===== src/mbm_pkg.sv =====
// Purpose: shared constants and types for the mailbox and bus-matching block
// Assumes: both ports sampled on the single system clock
// Notes: lane positions count from the most significant lane of a long word
`default_nettype none

package mbm_pkg;

	// data widths
	localparam int unsigned LONG_W = 36;
	localparam int unsigned WORD_W = 18;
	localparam int unsigned BYTE_W = 9;

	// buffer depth in front of the b-to-a memory
	localparam int unsigned BUF_DEPTH = 2;

	// reset values
	localparam logic [35:0] DATA_RST = 36'h0_0000_0000;
	localparam logic MAIL_FULL_N_RST = 1'b1;
	localparam logic [1:0] INDEX_RST = 2'h0;

	// lane masks for each port b width
	localparam logic [35:0] MASK_LONG = 36'hF_FFFF_FFFF;
	localparam logic [35:0] MASK_WORD = 36'h0_0003_FFFF;
	localparam logic [35:0] MASK_BYTE = 36'h0_0000_01FF;

	// index of the last piece of a long word for each width
	localparam logic [1:0] LAST_LONG = 2'h0;
	localparam logic [1:0] LAST_WORD = 2'h1;
	localparam logic [1:0] LAST_BYTE = 2'h3;

	// port b width
	typedef enum logic [1:0] {
		SIZE_LONG = 2'b00,
		SIZE_WORD = 2'b01,
		SIZE_BYTE = 2'b10
	} mbm_size_type;

	// configuration caught at the end of master reset
	typedef struct packed {
		mbm_size_type size;
		logic big_first;
		logic done;
	} mbm_cfg_type;

	// one decoded port access
	typedef struct packed {
		logic write;
		logic read;
		logic mail;
	} mbm_access_type;

endpackage

`default_nettype wire


===== src/mbm_mailbox_bus_matching.sv =====
// Purpose: mailbox bypass registers and port b bus matching of a two-way fifo
// Assumes: all port pins are synchronous to clock; fifo memories sit outside
// Notes: a-to-b words arrive on a stream, b-to-a words leave through a buffer
`default_nettype none

////////////////////////////////////////////////////////////////////////////////
module mbm_mailbox_bus_matching #(
	parameter int unsigned DATA_W = mbm_pkg::LONG_W
) (
	// clock and reset
	input wire logic clock,
	input wire logic rst,
	// configuration straps and resets
	input wire logic bus_match_select,
	input wire logic size_select,
	input wire logic byte_order_select,
	input wire logic a_to_b_master_reset_n,
	input wire logic b_to_a_master_reset_n,
	input wire logic a_to_b_partial_reset_n,
	// port a
	input wire logic port_a_chip_select_n,
	input wire logic port_a_write_not_read,
	input wire logic port_a_enable,
	input wire logic port_a_mailbox_select,
	input wire logic [DATA_W-1:0] port_a_data_in,
	output logic [DATA_W-1:0] port_a_data_out,
	output logic port_a_data_oe,
	// port b
	input wire logic port_b_chip_select_n,
	input wire logic port_b_write_not_read,
	input wire logic port_b_enable,
	input wire logic port_b_mailbox_select,
	input wire logic [DATA_W-1:0] port_b_data_in,
	output logic [DATA_W-1:0] port_b_data_out,
	output logic port_b_data_oe,
	output logic port_b_full_or_input_ready,
	output logic port_b_output_ready,
	// mail flags
	output logic a_to_b_mail_full_n,
	output logic b_to_a_mail_full_n,
	// long words leaving the a-to-b memory
	input wire logic a2b_word_valid,
	input wire logic [DATA_W-1:0] a2b_word,
	output logic a2b_word_ready,
	// long words entering the b-to-a memory
	output logic b2a_word_valid,
	output logic [DATA_W-1:0] b2a_word,
	input wire logic b2a_word_ready,
	// port a fifo output register contents
	input wire logic [DATA_W-1:0] port_a_fifo_out
);

	////////////////////////////////////////////////////////////////////////////
	// helper functions

	// usable lanes for the selected port b width
	function automatic logic [35:0] lane_mask(input mbm_pkg::mbm_size_type s);
		unique case (s)
			mbm_pkg::SIZE_LONG: lane_mask = mbm_pkg::MASK_LONG;
			mbm_pkg::SIZE_WORD: lane_mask = mbm_pkg::MASK_WORD;
			default: lane_mask = mbm_pkg::MASK_BYTE;
		endcase
	endfunction

	// index of the last piece in a long word
	function automatic logic [1:0] last_index(input mbm_pkg::mbm_size_type s);
		unique case (s)
			mbm_pkg::SIZE_LONG: last_index = mbm_pkg::LAST_LONG;
			mbm_pkg::SIZE_WORD: last_index = mbm_pkg::LAST_WORD;
			default: last_index = mbm_pkg::LAST_BYTE;
		endcase
	endfunction

	// lane position (0 = most significant) for a piece sequence number
	function automatic logic [1:0] lane_pos(input logic [1:0] idx,
		input mbm_pkg::mbm_size_type s, input logic big);
		lane_pos = big ? idx : 2'(last_index(s) - idx);
	endfunction

	// pull one piece out of a long word, low aligned
	function automatic logic [35:0] extract(input logic [35:0] w,
		input logic [1:0] pos, input mbm_pkg::mbm_size_type s);
		extract = mbm_pkg::DATA_RST;
		unique case (s)
			mbm_pkg::SIZE_LONG: extract = w;
			mbm_pkg::SIZE_WORD: extract[17:0] = pos[0] ? w[17:0] : w[35:18];
			default: begin
				unique case (pos)
					2'h0: extract[8:0] = w[35:27];
					2'h1: extract[8:0] = w[26:18];
					2'h2: extract[8:0] = w[17:9];
					2'h3: extract[8:0] = w[8:0];
				endcase
			end
		endcase
	endfunction

	// drop one low-aligned piece into its lane of a long word
	function automatic logic [35:0] insert(input logic [35:0] acc,
		input logic [35:0] p, input logic [1:0] pos, input mbm_pkg::mbm_size_type s);
		insert = acc;
		unique case (s)
			mbm_pkg::SIZE_LONG: insert = p;
			mbm_pkg::SIZE_WORD: begin
				if (pos[0]) begin
					insert[17:0] = p[17:0];
				end else begin
					insert[35:18] = p[17:0];
				end
			end
			default: begin
				unique case (pos)
					2'h0: insert[35:27] = p[8:0];
					2'h1: insert[26:18] = p[8:0];
					2'h2: insert[17:9] = p[8:0];
					2'h3: insert[8:0] = p[8:0];
				endcase
			end
		endcase
	endfunction

	////////////////////////////////////////////////////////////////////////////
	// access decode

	mbm_pkg::mbm_access_type acc_a; // port a access this cycle
	mbm_pkg::mbm_access_type acc_b; // port b access this cycle
	mbm_pkg::mbm_size_type size_strap; // width decoded from straps

	// an access needs chip select low and enable high
	always_comb begin
		acc_a.write = !port_a_chip_select_n && port_a_enable && port_a_write_not_read;
		acc_a.read = !port_a_chip_select_n && port_a_enable && !port_a_write_not_read;
		acc_a.mail = port_a_mailbox_select;
		acc_b.write = !port_b_chip_select_n && port_b_enable && port_b_write_not_read;
		acc_b.read = !port_b_chip_select_n && port_b_enable && !port_b_write_not_read;
		acc_b.mail = port_b_mailbox_select;
	end

	// width straps decode
	always_comb begin
		if (!bus_match_select) begin
			size_strap = mbm_pkg::SIZE_LONG;
		end else if (!size_select) begin
			size_strap = mbm_pkg::SIZE_WORD;
		end else begin
			size_strap = mbm_pkg::SIZE_BYTE;
		end
	end

	////////////////////////////////////////////////////////////////////////////
	// configuration latched on master reset release

	mbm_pkg::mbm_cfg_type cfg_q; // active width, order and ready
	logic both_mrs_n_q; // both master resets high last cycle
	logic both_mrs_n; // both master resets high now
	logic in_b2a_reset; // b-to-a fifo held in master reset
	logic in_a2b_reset; // a-to-b fifo held in master or partial reset

	assign both_mrs_n = a_to_b_master_reset_n && b_to_a_master_reset_n;
	// the far side toggles both master resets together
	assign in_b2a_reset = !b_to_a_master_reset_n;
	assign in_a2b_reset = !a_to_b_master_reset_n || !a_to_b_partial_reset_n;

	// release edge detector; starts high so reset makes no false edge
	always_ff @(posedge clock) begin
		if (rst) begin
			both_mrs_n_q <= 1'b1;
		end else begin
			both_mrs_n_q <= both_mrs_n;
		end
	end

	// straps are caught on the release, a clocked capture, never at rst
	always_ff @(posedge clock) begin
		if (rst) begin
			cfg_q <= '{size: mbm_pkg::SIZE_LONG, big_first: 1'b0, done: 1'b0};
		end else if (!both_mrs_n) begin
			cfg_q.done <= 1'b0;
		end else if (!both_mrs_n_q) begin
			cfg_q.size <= size_strap;
			cfg_q.big_first <= byte_order_select;
			cfg_q.done <= 1'b1;
		end
	end

	////////////////////////////////////////////////////////////////////////////
	// mail registers and flags

	logic [35:0] mail_a2b_q; // a_to_b_mail_register
	logic [35:0] mail_b2a_q; // b_to_a_mail_register
	logic mail_a2b_wr; // accepted a-to-b mail write
	logic mail_b2a_wr; // accepted b-to-a mail write

	// a write only lands while the flag is high
	assign mail_a2b_wr = acc_a.write && acc_a.mail && a_to_b_mail_full_n;
	assign mail_b2a_wr = acc_b.write && acc_b.mail && b_to_a_mail_full_n;

	// mail content changes only on accepted writes, never on reads
	always_ff @(posedge clock) begin
		if (rst) begin
			mail_a2b_q <= mbm_pkg::DATA_RST;
			mail_b2a_q <= mbm_pkg::DATA_RST;
		end else begin
			if (mail_a2b_wr) begin
				// low lanes only, no byte reordering
				mail_a2b_q <= port_a_data_in & lane_mask(cfg_q.size);
			end
			if (mail_b2a_wr) begin
				mail_b2a_q <= port_b_data_in & lane_mask(cfg_q.size);
			end
		end
	end

	// flags: a write in the same cycle as the far read wins, so no mail is lost
	always_ff @(posedge clock) begin
		if (rst) begin
			a_to_b_mail_full_n <= mbm_pkg::MAIL_FULL_N_RST;
			b_to_a_mail_full_n <= mbm_pkg::MAIL_FULL_N_RST;
		end else begin
			if (mail_a2b_wr) begin
				a_to_b_mail_full_n <= 1'b0;
			end else if (acc_b.read && acc_b.mail) begin
				a_to_b_mail_full_n <= 1'b1;
			end
			if (mail_b2a_wr) begin
				b_to_a_mail_full_n <= 1'b0;
			end else if (acc_a.read && acc_a.mail) begin
				b_to_a_mail_full_n <= 1'b1;
			end
		end
	end

	////////////////////////////////////////////////////////////////////////////
	// a-to-b read splitting

	logic [35:0] hold_q; // long word being split
	logic hold_valid_q; // hold_q has pieces left
	logic [1:0] rd_idx_q; // next piece to present
	logic [35:0] fifo_b_out_q; // port b fifo output register
	logic fifo_b_rd; // accepted port b fifo read
	logic hold_load; // long word taken from the memory

	assign fifo_b_rd = acc_b.read && !acc_b.mail && hold_valid_q && cfg_q.done;
	assign hold_load = a2b_word_valid && a2b_word_ready;

	// only whole long words arrive; the rest waits here
	always_ff @(posedge clock) begin
		if (rst || in_a2b_reset) begin
			hold_q <= mbm_pkg::DATA_RST;
			hold_valid_q <= 1'b0;
			rd_idx_q <= mbm_pkg::INDEX_RST;
		end else if (hold_load) begin
			hold_q <= a2b_word;
			hold_valid_q <= 1'b1;
			rd_idx_q <= mbm_pkg::INDEX_RST;
		end else if (fifo_b_rd) begin
			if (rd_idx_q == last_index(cfg_q.size)) begin
				hold_valid_q <= 1'b0;
				rd_idx_q <= mbm_pkg::INDEX_RST;
			end else begin
				rd_idx_q <= 2'(rd_idx_q + 2'h1);
			end
		end
	end

	// ready mirrors an empty hold register, so a word is never overwritten
	always_ff @(posedge clock) begin
		if (rst || in_a2b_reset) begin
			a2b_word_ready <= 1'b0;
		end else begin
			a2b_word_ready <= !(hold_load || (hold_valid_q && !(fifo_b_rd
				&& rd_idx_q == last_index(cfg_q.size))));
		end
	end

	// output register gets the piece in configured order; upper lanes zero
	always_ff @(posedge clock) begin
		if (rst || in_a2b_reset) begin
			fifo_b_out_q <= mbm_pkg::DATA_RST;
		end else if (fifo_b_rd) begin
			fifo_b_out_q <= extract(hold_q,
				lane_pos(rd_idx_q, cfg_q.size, cfg_q.big_first), cfg_q.size);
		end
	end

	// pieces left to read
	always_ff @(posedge clock) begin
		if (rst) begin
			port_b_output_ready <= 1'b0;
		end else begin
			port_b_output_ready <= hold_valid_q && cfg_q.done && !in_a2b_reset;
		end
	end

	////////////////////////////////////////////////////////////////////////////
	// b-to-a write assembly and two-entry buffer

	logic [35:0] asm_q; // partly assembled long word
	logic [1:0] wr_idx_q; // next piece expected
	logic fifo_b_wr; // accepted port b fifo write
	logic asm_done; // this write completes a long word
	logic [35:0] asm_word; // completed long word
	logic [35:0] buf_q [mbm_pkg::BUF_DEPTH]; // buffer, entry 0 is the head
	logic [1:0] buf_cnt_q; // words held
	logic buf_push; // word enters the buffer
	logic buf_pop; // head leaves to memory
	logic [1:0] buf_cnt_d; // next word count

	// writes only while the input ready flag is high
	assign fifo_b_wr = acc_b.write && !acc_b.mail && port_b_full_or_input_ready;
	assign asm_done = wr_idx_q == last_index(cfg_q.size);
	// upper inputs beyond the width are masked out
	assign asm_word = insert(asm_q, port_b_data_in & lane_mask(cfg_q.size),
		lane_pos(wr_idx_q, cfg_q.size, cfg_q.big_first), cfg_q.size);
	assign buf_push = fifo_b_wr && asm_done;
	assign buf_pop = b2a_word_valid && b2a_word_ready;
	assign buf_cnt_d = 2'(buf_cnt_q + {1'b0, buf_push} - {1'b0, buf_pop});

	// leading pieces gather here; the last one commits the long word
	always_ff @(posedge clock) begin
		if (rst || in_b2a_reset) begin
			asm_q <= mbm_pkg::DATA_RST;
			wr_idx_q <= mbm_pkg::INDEX_RST;
		end else if (fifo_b_wr) begin
			asm_q <= asm_done ? mbm_pkg::DATA_RST : asm_word;
			wr_idx_q <= asm_done ? mbm_pkg::INDEX_RST : 2'(wr_idx_q + 2'h1);
		end
	end

	// shift buffer: head is always entry 0 so the outputs are plain flops
	always_ff @(posedge clock) begin
		if (rst || in_b2a_reset) begin
			buf_q[0] <= mbm_pkg::DATA_RST;
			buf_q[1] <= mbm_pkg::DATA_RST;
			buf_cnt_q <= 2'h0;
		end else begin
			buf_cnt_q <= buf_cnt_d;
			if (buf_pop) begin
				buf_q[0] <= (buf_cnt_q == 2'h2) ? buf_q[1] : asm_word;
				if (buf_push) begin
					buf_q[1] <= asm_word;
				end
			end else if (buf_push) begin
				if (buf_cnt_q == 2'h0) begin
					buf_q[0] <= asm_word;
				end else begin
					buf_q[1] <= asm_word;
				end
			end
		end
	end

	// memory side of the buffer; only whole long words go out
	always_ff @(posedge clock) begin
		if (rst || in_b2a_reset) begin
			b2a_word_valid <= 1'b0;
			b2a_word <= mbm_pkg::DATA_RST;
		end else begin
			b2a_word_valid <= buf_cnt_d != 2'h0;
			if (buf_pop) begin
				b2a_word <= (buf_cnt_q == 2'h2) ? buf_q[1] : asm_word;
			end else if (buf_push && buf_cnt_q == 2'h0) begin
				b2a_word <= asm_word;
			end
		end
	end

	// input ready: config done and room left; a stalled memory drops it
	always_ff @(posedge clock) begin
		if (rst || in_b2a_reset) begin
			port_b_full_or_input_ready <= 1'b0;
		end else begin
			// rises only once width and order are in force
			port_b_full_or_input_ready <= cfg_q.done && both_mrs_n_q
				&& buf_cnt_d < 2'(mbm_pkg::BUF_DEPTH);
		end
	end

	////////////////////////////////////////////////////////////////////////////
	// data output registers

	// mailbox select picks mail or fifo output; one cycle behind the pins
	always_ff @(posedge clock) begin
		if (rst) begin
			port_a_data_out <= mbm_pkg::DATA_RST;
			port_b_data_out <= mbm_pkg::DATA_RST;
		end else begin
			port_a_data_out <= acc_a.mail ? mail_b2a_q : port_a_fifo_out;
			port_b_data_out <= acc_b.mail ? mail_a2b_q : fifo_b_out_q;
		end
	end

	// outputs drive while the port is selected for reading
	always_ff @(posedge clock) begin
		if (rst) begin
			port_a_data_oe <= 1'b0;
			port_b_data_oe <= 1'b0;
		end else begin
			port_a_data_oe <= !port_a_chip_select_n && !port_a_write_not_read;
			port_b_data_oe <= !port_b_chip_select_n && !port_b_write_not_read;
		end
	end

endmodule

`default_nettype wire


===== config.mk =====
export PLATFORM = sky130hd
export DESIGN_NAME = mbm_mailbox_bus_matching
export DESIGN_NICKNAME = d
export VERILOG_FILES = /design/src/mbm_pkg.sv /design/src/mbm_mailbox_bus_matching.sv
export SDC_FILE = /design/constraint.sdc
export NUM_CORES = 1
export LEC_CHECK = 0
export ABC_CLOCK_PERIOD_IN_PS = 7430
export BUFFER_PORTS_ARGS = -buffer_cell sky130_fd_sc_hd__buf_4
export CORE_ASPECT_RATIO = 1.4
export CORE_UTILIZATION = 27
export DETAILED_ROUTE_END_ITERATION = 6
export GPL_ROUTABILITY_DRIVEN = 1
export PLACE_DENSITY = 0.55
export SYNTH_ARGS = -nofsm -noshare
export SYNTH_HDL_FRONTEND = slang
export SYNTH_SLANG_ARGS = --single-unit

===== constraint.sdc =====
create_clock -name clock -period 7.43 [get_ports clock]
set_input_delay 0.743 -clock clock [delete_from_list [all_inputs] [get_ports clock]]
set_output_delay 0.743 -clock clock [all_outputs]
set_load 0.005 [all_outputs]

Yosys cells after proc, flatten, opt, wreduce, memory -nomap -nowiden

Memory sizes are Yosys's and may differ from the RTL's.
Cells that the tools add are included.
Widths: inputs -> output; s select.

Bits in writable memories: 72
Memories: 1
Flip-flop bits (word level): 308
Bits of input ports: 162
Output and inout port bits: 116

Muxes and demuxes: 65
Add/sub/neg operators: 6
Equal/unequal tests: 11
Bitwise operators: 9
Reductions and logical operators: 59
$lt $le $gt $ge: 1

Memories:

| memory | words | bits a word | read ports | clocked after Yosys merged registers in | wr ports | line                            | source |
|---|---|---|---|---|---|---|---|
| buf_q  | 2     | 36          | 1          | 0                                       | 2        | mbm_mailbox_bus_matching.sv:303 | `logic [35:0] buf_q [mbm_pkg::BUF_DEPTH];` |

Operators with widths:

| cell                | number |
|---|---|
| $mux 36             | 14 |
| $pmux 36 s2         | 2 |
| $and 36x36->36      | 3 |
| $mux 18             | 4 |
| $mux 9              | 4 |
| $pmux 9 s2          | 2 |
| $pmux 9 s4          | 1 |
| $logic_and 1x1->1   | 30 |
| $mux 1              | 26 |
| $mux 2              | 11 |
| $reduce_bool 2->1   | 6 |
| $logic_not 1->1     | 11 |
| $eq 2x2->1 const B  | 5 |
| $logic_not 2->1     | 4 |
| $eq 2x1->1 const B  | 3 |
| $eq 2x2->1          | 3 |
| $add 2x1->2 const B | 2 |
| $logic_or 1x1->1    | 4 |
| $or 1x1->1          | 4 |
| $pmux 2 s2          | 1 |
| $reduce_and 2->1    | 2 |
| $reduce_or 2->1     | 2 |
| $sub 2x2->2         | 2 |
| $add 2x1->2         | 1 |
| other kinds (3)     | 4 |

Logic depth before layout (Yosys ltp)

Depth after elaboration: 13
Gate-level depth with buffers: 15
Gate-level depth less buffers: 10

Least setup slack after synthesis

No wires, ideal clock.

Kind: reg2reg
Start point: reg cfg_q[3] (netlist bit)
End point: mem buf_q[1][0], enable pin
Arrival: 6.348 ns
Stages on the path, launching flop included: 10
Setup slack: 0.528 ns
Clock period less this slack: 6.902 ns
Cell sequence: dfxtp_1 > nor2_1 > clkbuf_1 > buf_2 > buf_1 > buf_1 > ha_1 > buf_2 > nand4_1 > o311ai_0

RTL lines:

| element                | line                            | source |
|---|---|---|
| from (decl)            | mbm_mailbox_bus_matching.sv:153 | `mbm_pkg::mbm_cfg_type cfg_q;` |
| from (signal assigned) | mbm_mailbox_bus_matching.sv:176 | `cfg_q <= '{size: mbm_pkg::SIZE_LONG, big_first: 1'b0, done: 1'b0};` |
| to (decl)              | mbm_mailbox_bus_matching.sv:303 |  |

Worst setup path after layout

Start point: reg cfg_q[3] (netlist bit)
End point: reg asm_q[24]

Longest elaborated chain between the ends: 8

RTL lines:

| element                                       | line                                                                                            | source |
|---|---|---|
| $eq 2x1->1 or $logic_not 2->1 (tied branches) | mbm_mailbox_bus_matching.sv:58, mbm_mailbox_bus_matching.sv:67, mbm_mailbox_bus_matching.sv:102 |  |
| $pmux 2 s2                                    | mbm_mailbox_bus_matching.sv:67                                                                  | `unique case (s)` |
| $sub 2x2->2                                   | mbm_mailbox_bus_matching.sv:77                                                                  | `lane_pos = big ? idx : 2'(last_index(s) - idx);` |
| $mux 2                                        | mbm_mailbox_bus_matching.sv:77                                                                  |  |
| $eq 2x1->1                                    | mbm_mailbox_bus_matching.sv:112                                                                 | `unique case (pos)` |
| $mux 9                                        | mbm_mailbox_bus_matching.sv:112                                                                 |  |
| $pmux 36 s2                                   | mbm_mailbox_bus_matching.sv:102                                                                 | `unique case (s)` |
| $mux 36 *                                     | mbm_mailbox_bus_matching.sv:325                                                                 | `asm_q <= asm_done ? mbm_pkg::DATA_RST : asm_word;` |
| to (signal assigned)                          | mbm_mailbox_bus_matching.sv:322                                                                 | `asm_q <= mbm_pkg::DATA_RST;` |
| to (signal assigned)                          | mbm_mailbox_bus_matching.sv:325                                                                 |  |
| to (decl)                                     | mbm_mailbox_bus_matching.sv:298                                                                 | `logic [35:0] asm_q;` |

Every way passes the cells marked *; elsewhere a longest branch is shown, timed or not.
A chain may end at the register's enable or synchronous reset.

==> metrics <==
DRT Pass-1 Iters 5; die area around 53000 sq um; synthesized area per cell between 9 and 10 sq um; Syn Inst Count approximately 1500; total global routing overflow 0; critical path arrival between 3000 and 4000 ps; pwr/cell area about 230 nW/um^2; setup violators final 0; Post-CTS Setup Inserts 0; Max FO, Critical Path 40; Placement Cell Area 16700 sq um; RSZ-0062 raised after global routing no; share of cells above drive strength 1 0.224; area of the mapped netlist roughly 14000 sq um; top area cells in the synthesized netlist dfxtp_1 (44%), edfxtp_1 (7.6%), mux2i_1 (7.0%); Fin. Hold Viols 0; filler cell count ~5400; HP Start port_a_chip_select_n; Crit-path slowest cell nor4_2; post-route cell area 18000 sq um; Peak VDD IR about 0.00013 V; Leak approximately 7.2 nW; routed length per instance around 20 um; EDFF count, synth 36; vias 12437; first-pass GRT wire length around 74 mm; Worst setup SP type flip-flop; ANT nets after route 0; GRT Total Usage 0.182; ys async rst share 0; Non-Filler Instances 2443; reg2reg end asm_q[24]$_SDFFE_PN0P_; Hold Crit Endpoint port_a_data_oe$_SDFF_PP0_; min Tclk post-route ~3500 ps; Final nets 1927; DP HPWL 35.7 mm; clock latency on the worst-skew pair ~530 ps; setup tns final 0 ps; clk buf depth 3; CTS Sinks 344; worst hold path stage count 2; I/O pin count roughly 280; Routed WL between 40 and 50 mm; # DRC 0; Crit. End Element flip-flop; Die W approximately 200 um; placed insts about 2400; Worst path max stage delay approximately 1300 ps; CP cell instances buf_4 > inv_1 > nor4_2 > a21oi_1 > nor2_4 > o2bb2ai_1; Req. time, crit path 7870 ps; leading cell type in the layout, fill and taps excluded dfxtp_1; Slew Viols, Final 0; initial antenna violation count 3; clock transition at the registers of the reported paths 60 ps; Slew @ Worst Pin between 1000 and 1500 ps; most frequent cells in the layout dfxtp_1 (308), buf_4 (295), nand2_1 (224); Final GP Congestion 0.834; pin count of the biggest net entering global routing a little over 80; # rows 99; Port Buffer Count ~280; period utilization 0.465; chip height roughly 270 um; core outline area ~52000 sq um; syn_nets roughly 1700; reg2reg start cfg_q[3]$_SDFFE_PP0P_; worst hold path class input port to flip-flop; drt via density ~5.1; hold-fix buffers at CTS 0; Max-Cap Viols 0; Worst Skew ~15 ps; sequential area share after synthesis 0.512; Initial Util 0.272; root buffer cell clkbuf_16; CTS tree done; post-synthesis register bit count 344; status completed; Num CTS Buffers 39; drt initial violations about 860; vias in the first global route about 12000; Layout Utilization 0.346; top_reg_cell synth dfxtp_1; Area Overhead vs Synth 27.1%; critical path class flip-flop to flip-flop; yosys synthesis warning count 0; H-tree Lvls 2; Yosys top cell area share 0.435; reg-to-reg slack, setup between 3000 and 4000 ps; Highest Clock Rate 289 MHz; Netlist cell types a little under 70; Rel. slew slack 0.0778; R2R depth 6; multi-input logic area around 6400 sq um; top cell type by total area after synthesis dfxtp_1; FF/Latch Area roughly 7200 sq um; CTS-repair resized insts 0; Setup WS post-layout about 4000 ps; pre-CTS setup slack between 3000 and 4000 ps
## synthesized netlist by cell type (all sizes together) (2+ instances only)
cell / count
o21bai: 2
nor3b: 3
o2bb2ai: 21
inv: 7
a211o: 5
and3: 16
a31o: 2
a221oi: 21
or2: 2
o21a: 5
nand2b: 7
a21oi: 175
xnor2: 4
a32o: 4
o221ai: 9
nand2: 224
and2: 14
mux4: 3
a22oi: 31
nand4: 2
nand3: 71
mux2i: 99
nor4b: 2
or3: 3
nor2b: 16
a2111oi: 2
a221o: 8
dfxtp: 308
nand3b: 4
a211oi: 9
a22o: 19
a31oi: 9
ha: 5
edfxtp: 36
clkbuf: 80
nor3: 10
and3b: 4
buf: 45
nor2: 156
a21o: 17
mux2: 15
o21ai: 61
## final cells by class
type | count | share of cell area
Timing Repair Buffer | 295 | 0.123
Clock buffer | 54 | 0.0652
Antenna cell | 1 | 0.000139
Inverter | 7 | 0.00146
Multi-Input combinational cell | 1073 | 0.355
Tap cell | 656 | 0.0456
Clock inverter | 13 | 0.00737
Sequential cell | 344 | 0.402
## worst max-delay path: cells and delay by family (launching register included)
family	cells	cell delay, ps
DFF	1	370
and+or+nand+nor	2	1590
buffers and inverters	2	960
AOI/OAI and AO/OA	2	420
## cell families after synthesis
kind of cell	Yosys count	share of synthesized area
buffers and inverters	132	0.0392
AOI/OAI and AO/OA	406	0.185
muxes	117	0.0867
adders and majority gates	5	0.00442
and+or+nand+nor	540	0.169
DFF	344	0.512
xor gates and xnor gates	5	0.00362
## per-stage QoR
stage / hold WS (ps) / power (mW)
after floorplan: 425 / 2.09
after global placement: 433 / 2.23
after detailed placement: 443 / 2.24
after CTS: 346 / 4.21
after global routing: 356 / 4.30
final: 373 / 4.15
## per-layer routing
metal  track usage  wire length (um)  vias up
met4        0.0632              1570        6
met2         0.351             27100      453
met1         0.199             18600     5982
met3        0.0267              2630       88
met5             0                40        -
li1              -                 -     5908
## registers in the layout, summed over array words and instances (netlist names), 2 cells and up
name / flops
asm_q: 36
b2a_word: 36
buf_cnt_q: 2
buf_q: 36
cfg_q: 4
fifo_b_out_q: 36
hold_q: 36
mail_a2b_q: 36
mail_b2a_q: 36
port_a_data_out: 36
port_b_data_out: 36
rd_idx_q: 2
wr_idx_q: 2
## worst max path at each step
stage,from,to,slack (ps),depth (start not counted)
global route,cfg_q[2]$_SDFFE_PP0P_,b2a_word[7]$_SDFFE_PN0P_,3810,7
floorplan,cfg_q[3]$_SDFFE_PP0P_,buf_q[1][0]$_DFFE_PP_,530,9
detailed placement,port_b_mailbox_select,b2a_word[2]$_SDFFE_PN0P_,3630,7
finish,cfg_q[3]$_SDFFE_PP0P_,asm_q[24]$_SDFFE_PN0P_,3970,6
global placement,port_b_mailbox_select,b2a_word[2]$_SDFFE_PN0P_,3710,7
CTS,cfg_q[3]$_SDFFE_PP0P_,asm_q[24]$_SDFFE_PN0P_,4000,6
## power by group
group | total, mW | switching, mW | internal, mW
Combinational | 0.277 | 0.155 | 0.122
Sequential | 1.92 | 0.0139 | 1.90
Clock | 1.95 | 0.780 | 1.17
Note: power is estimated with default switching activity, not from simulation.
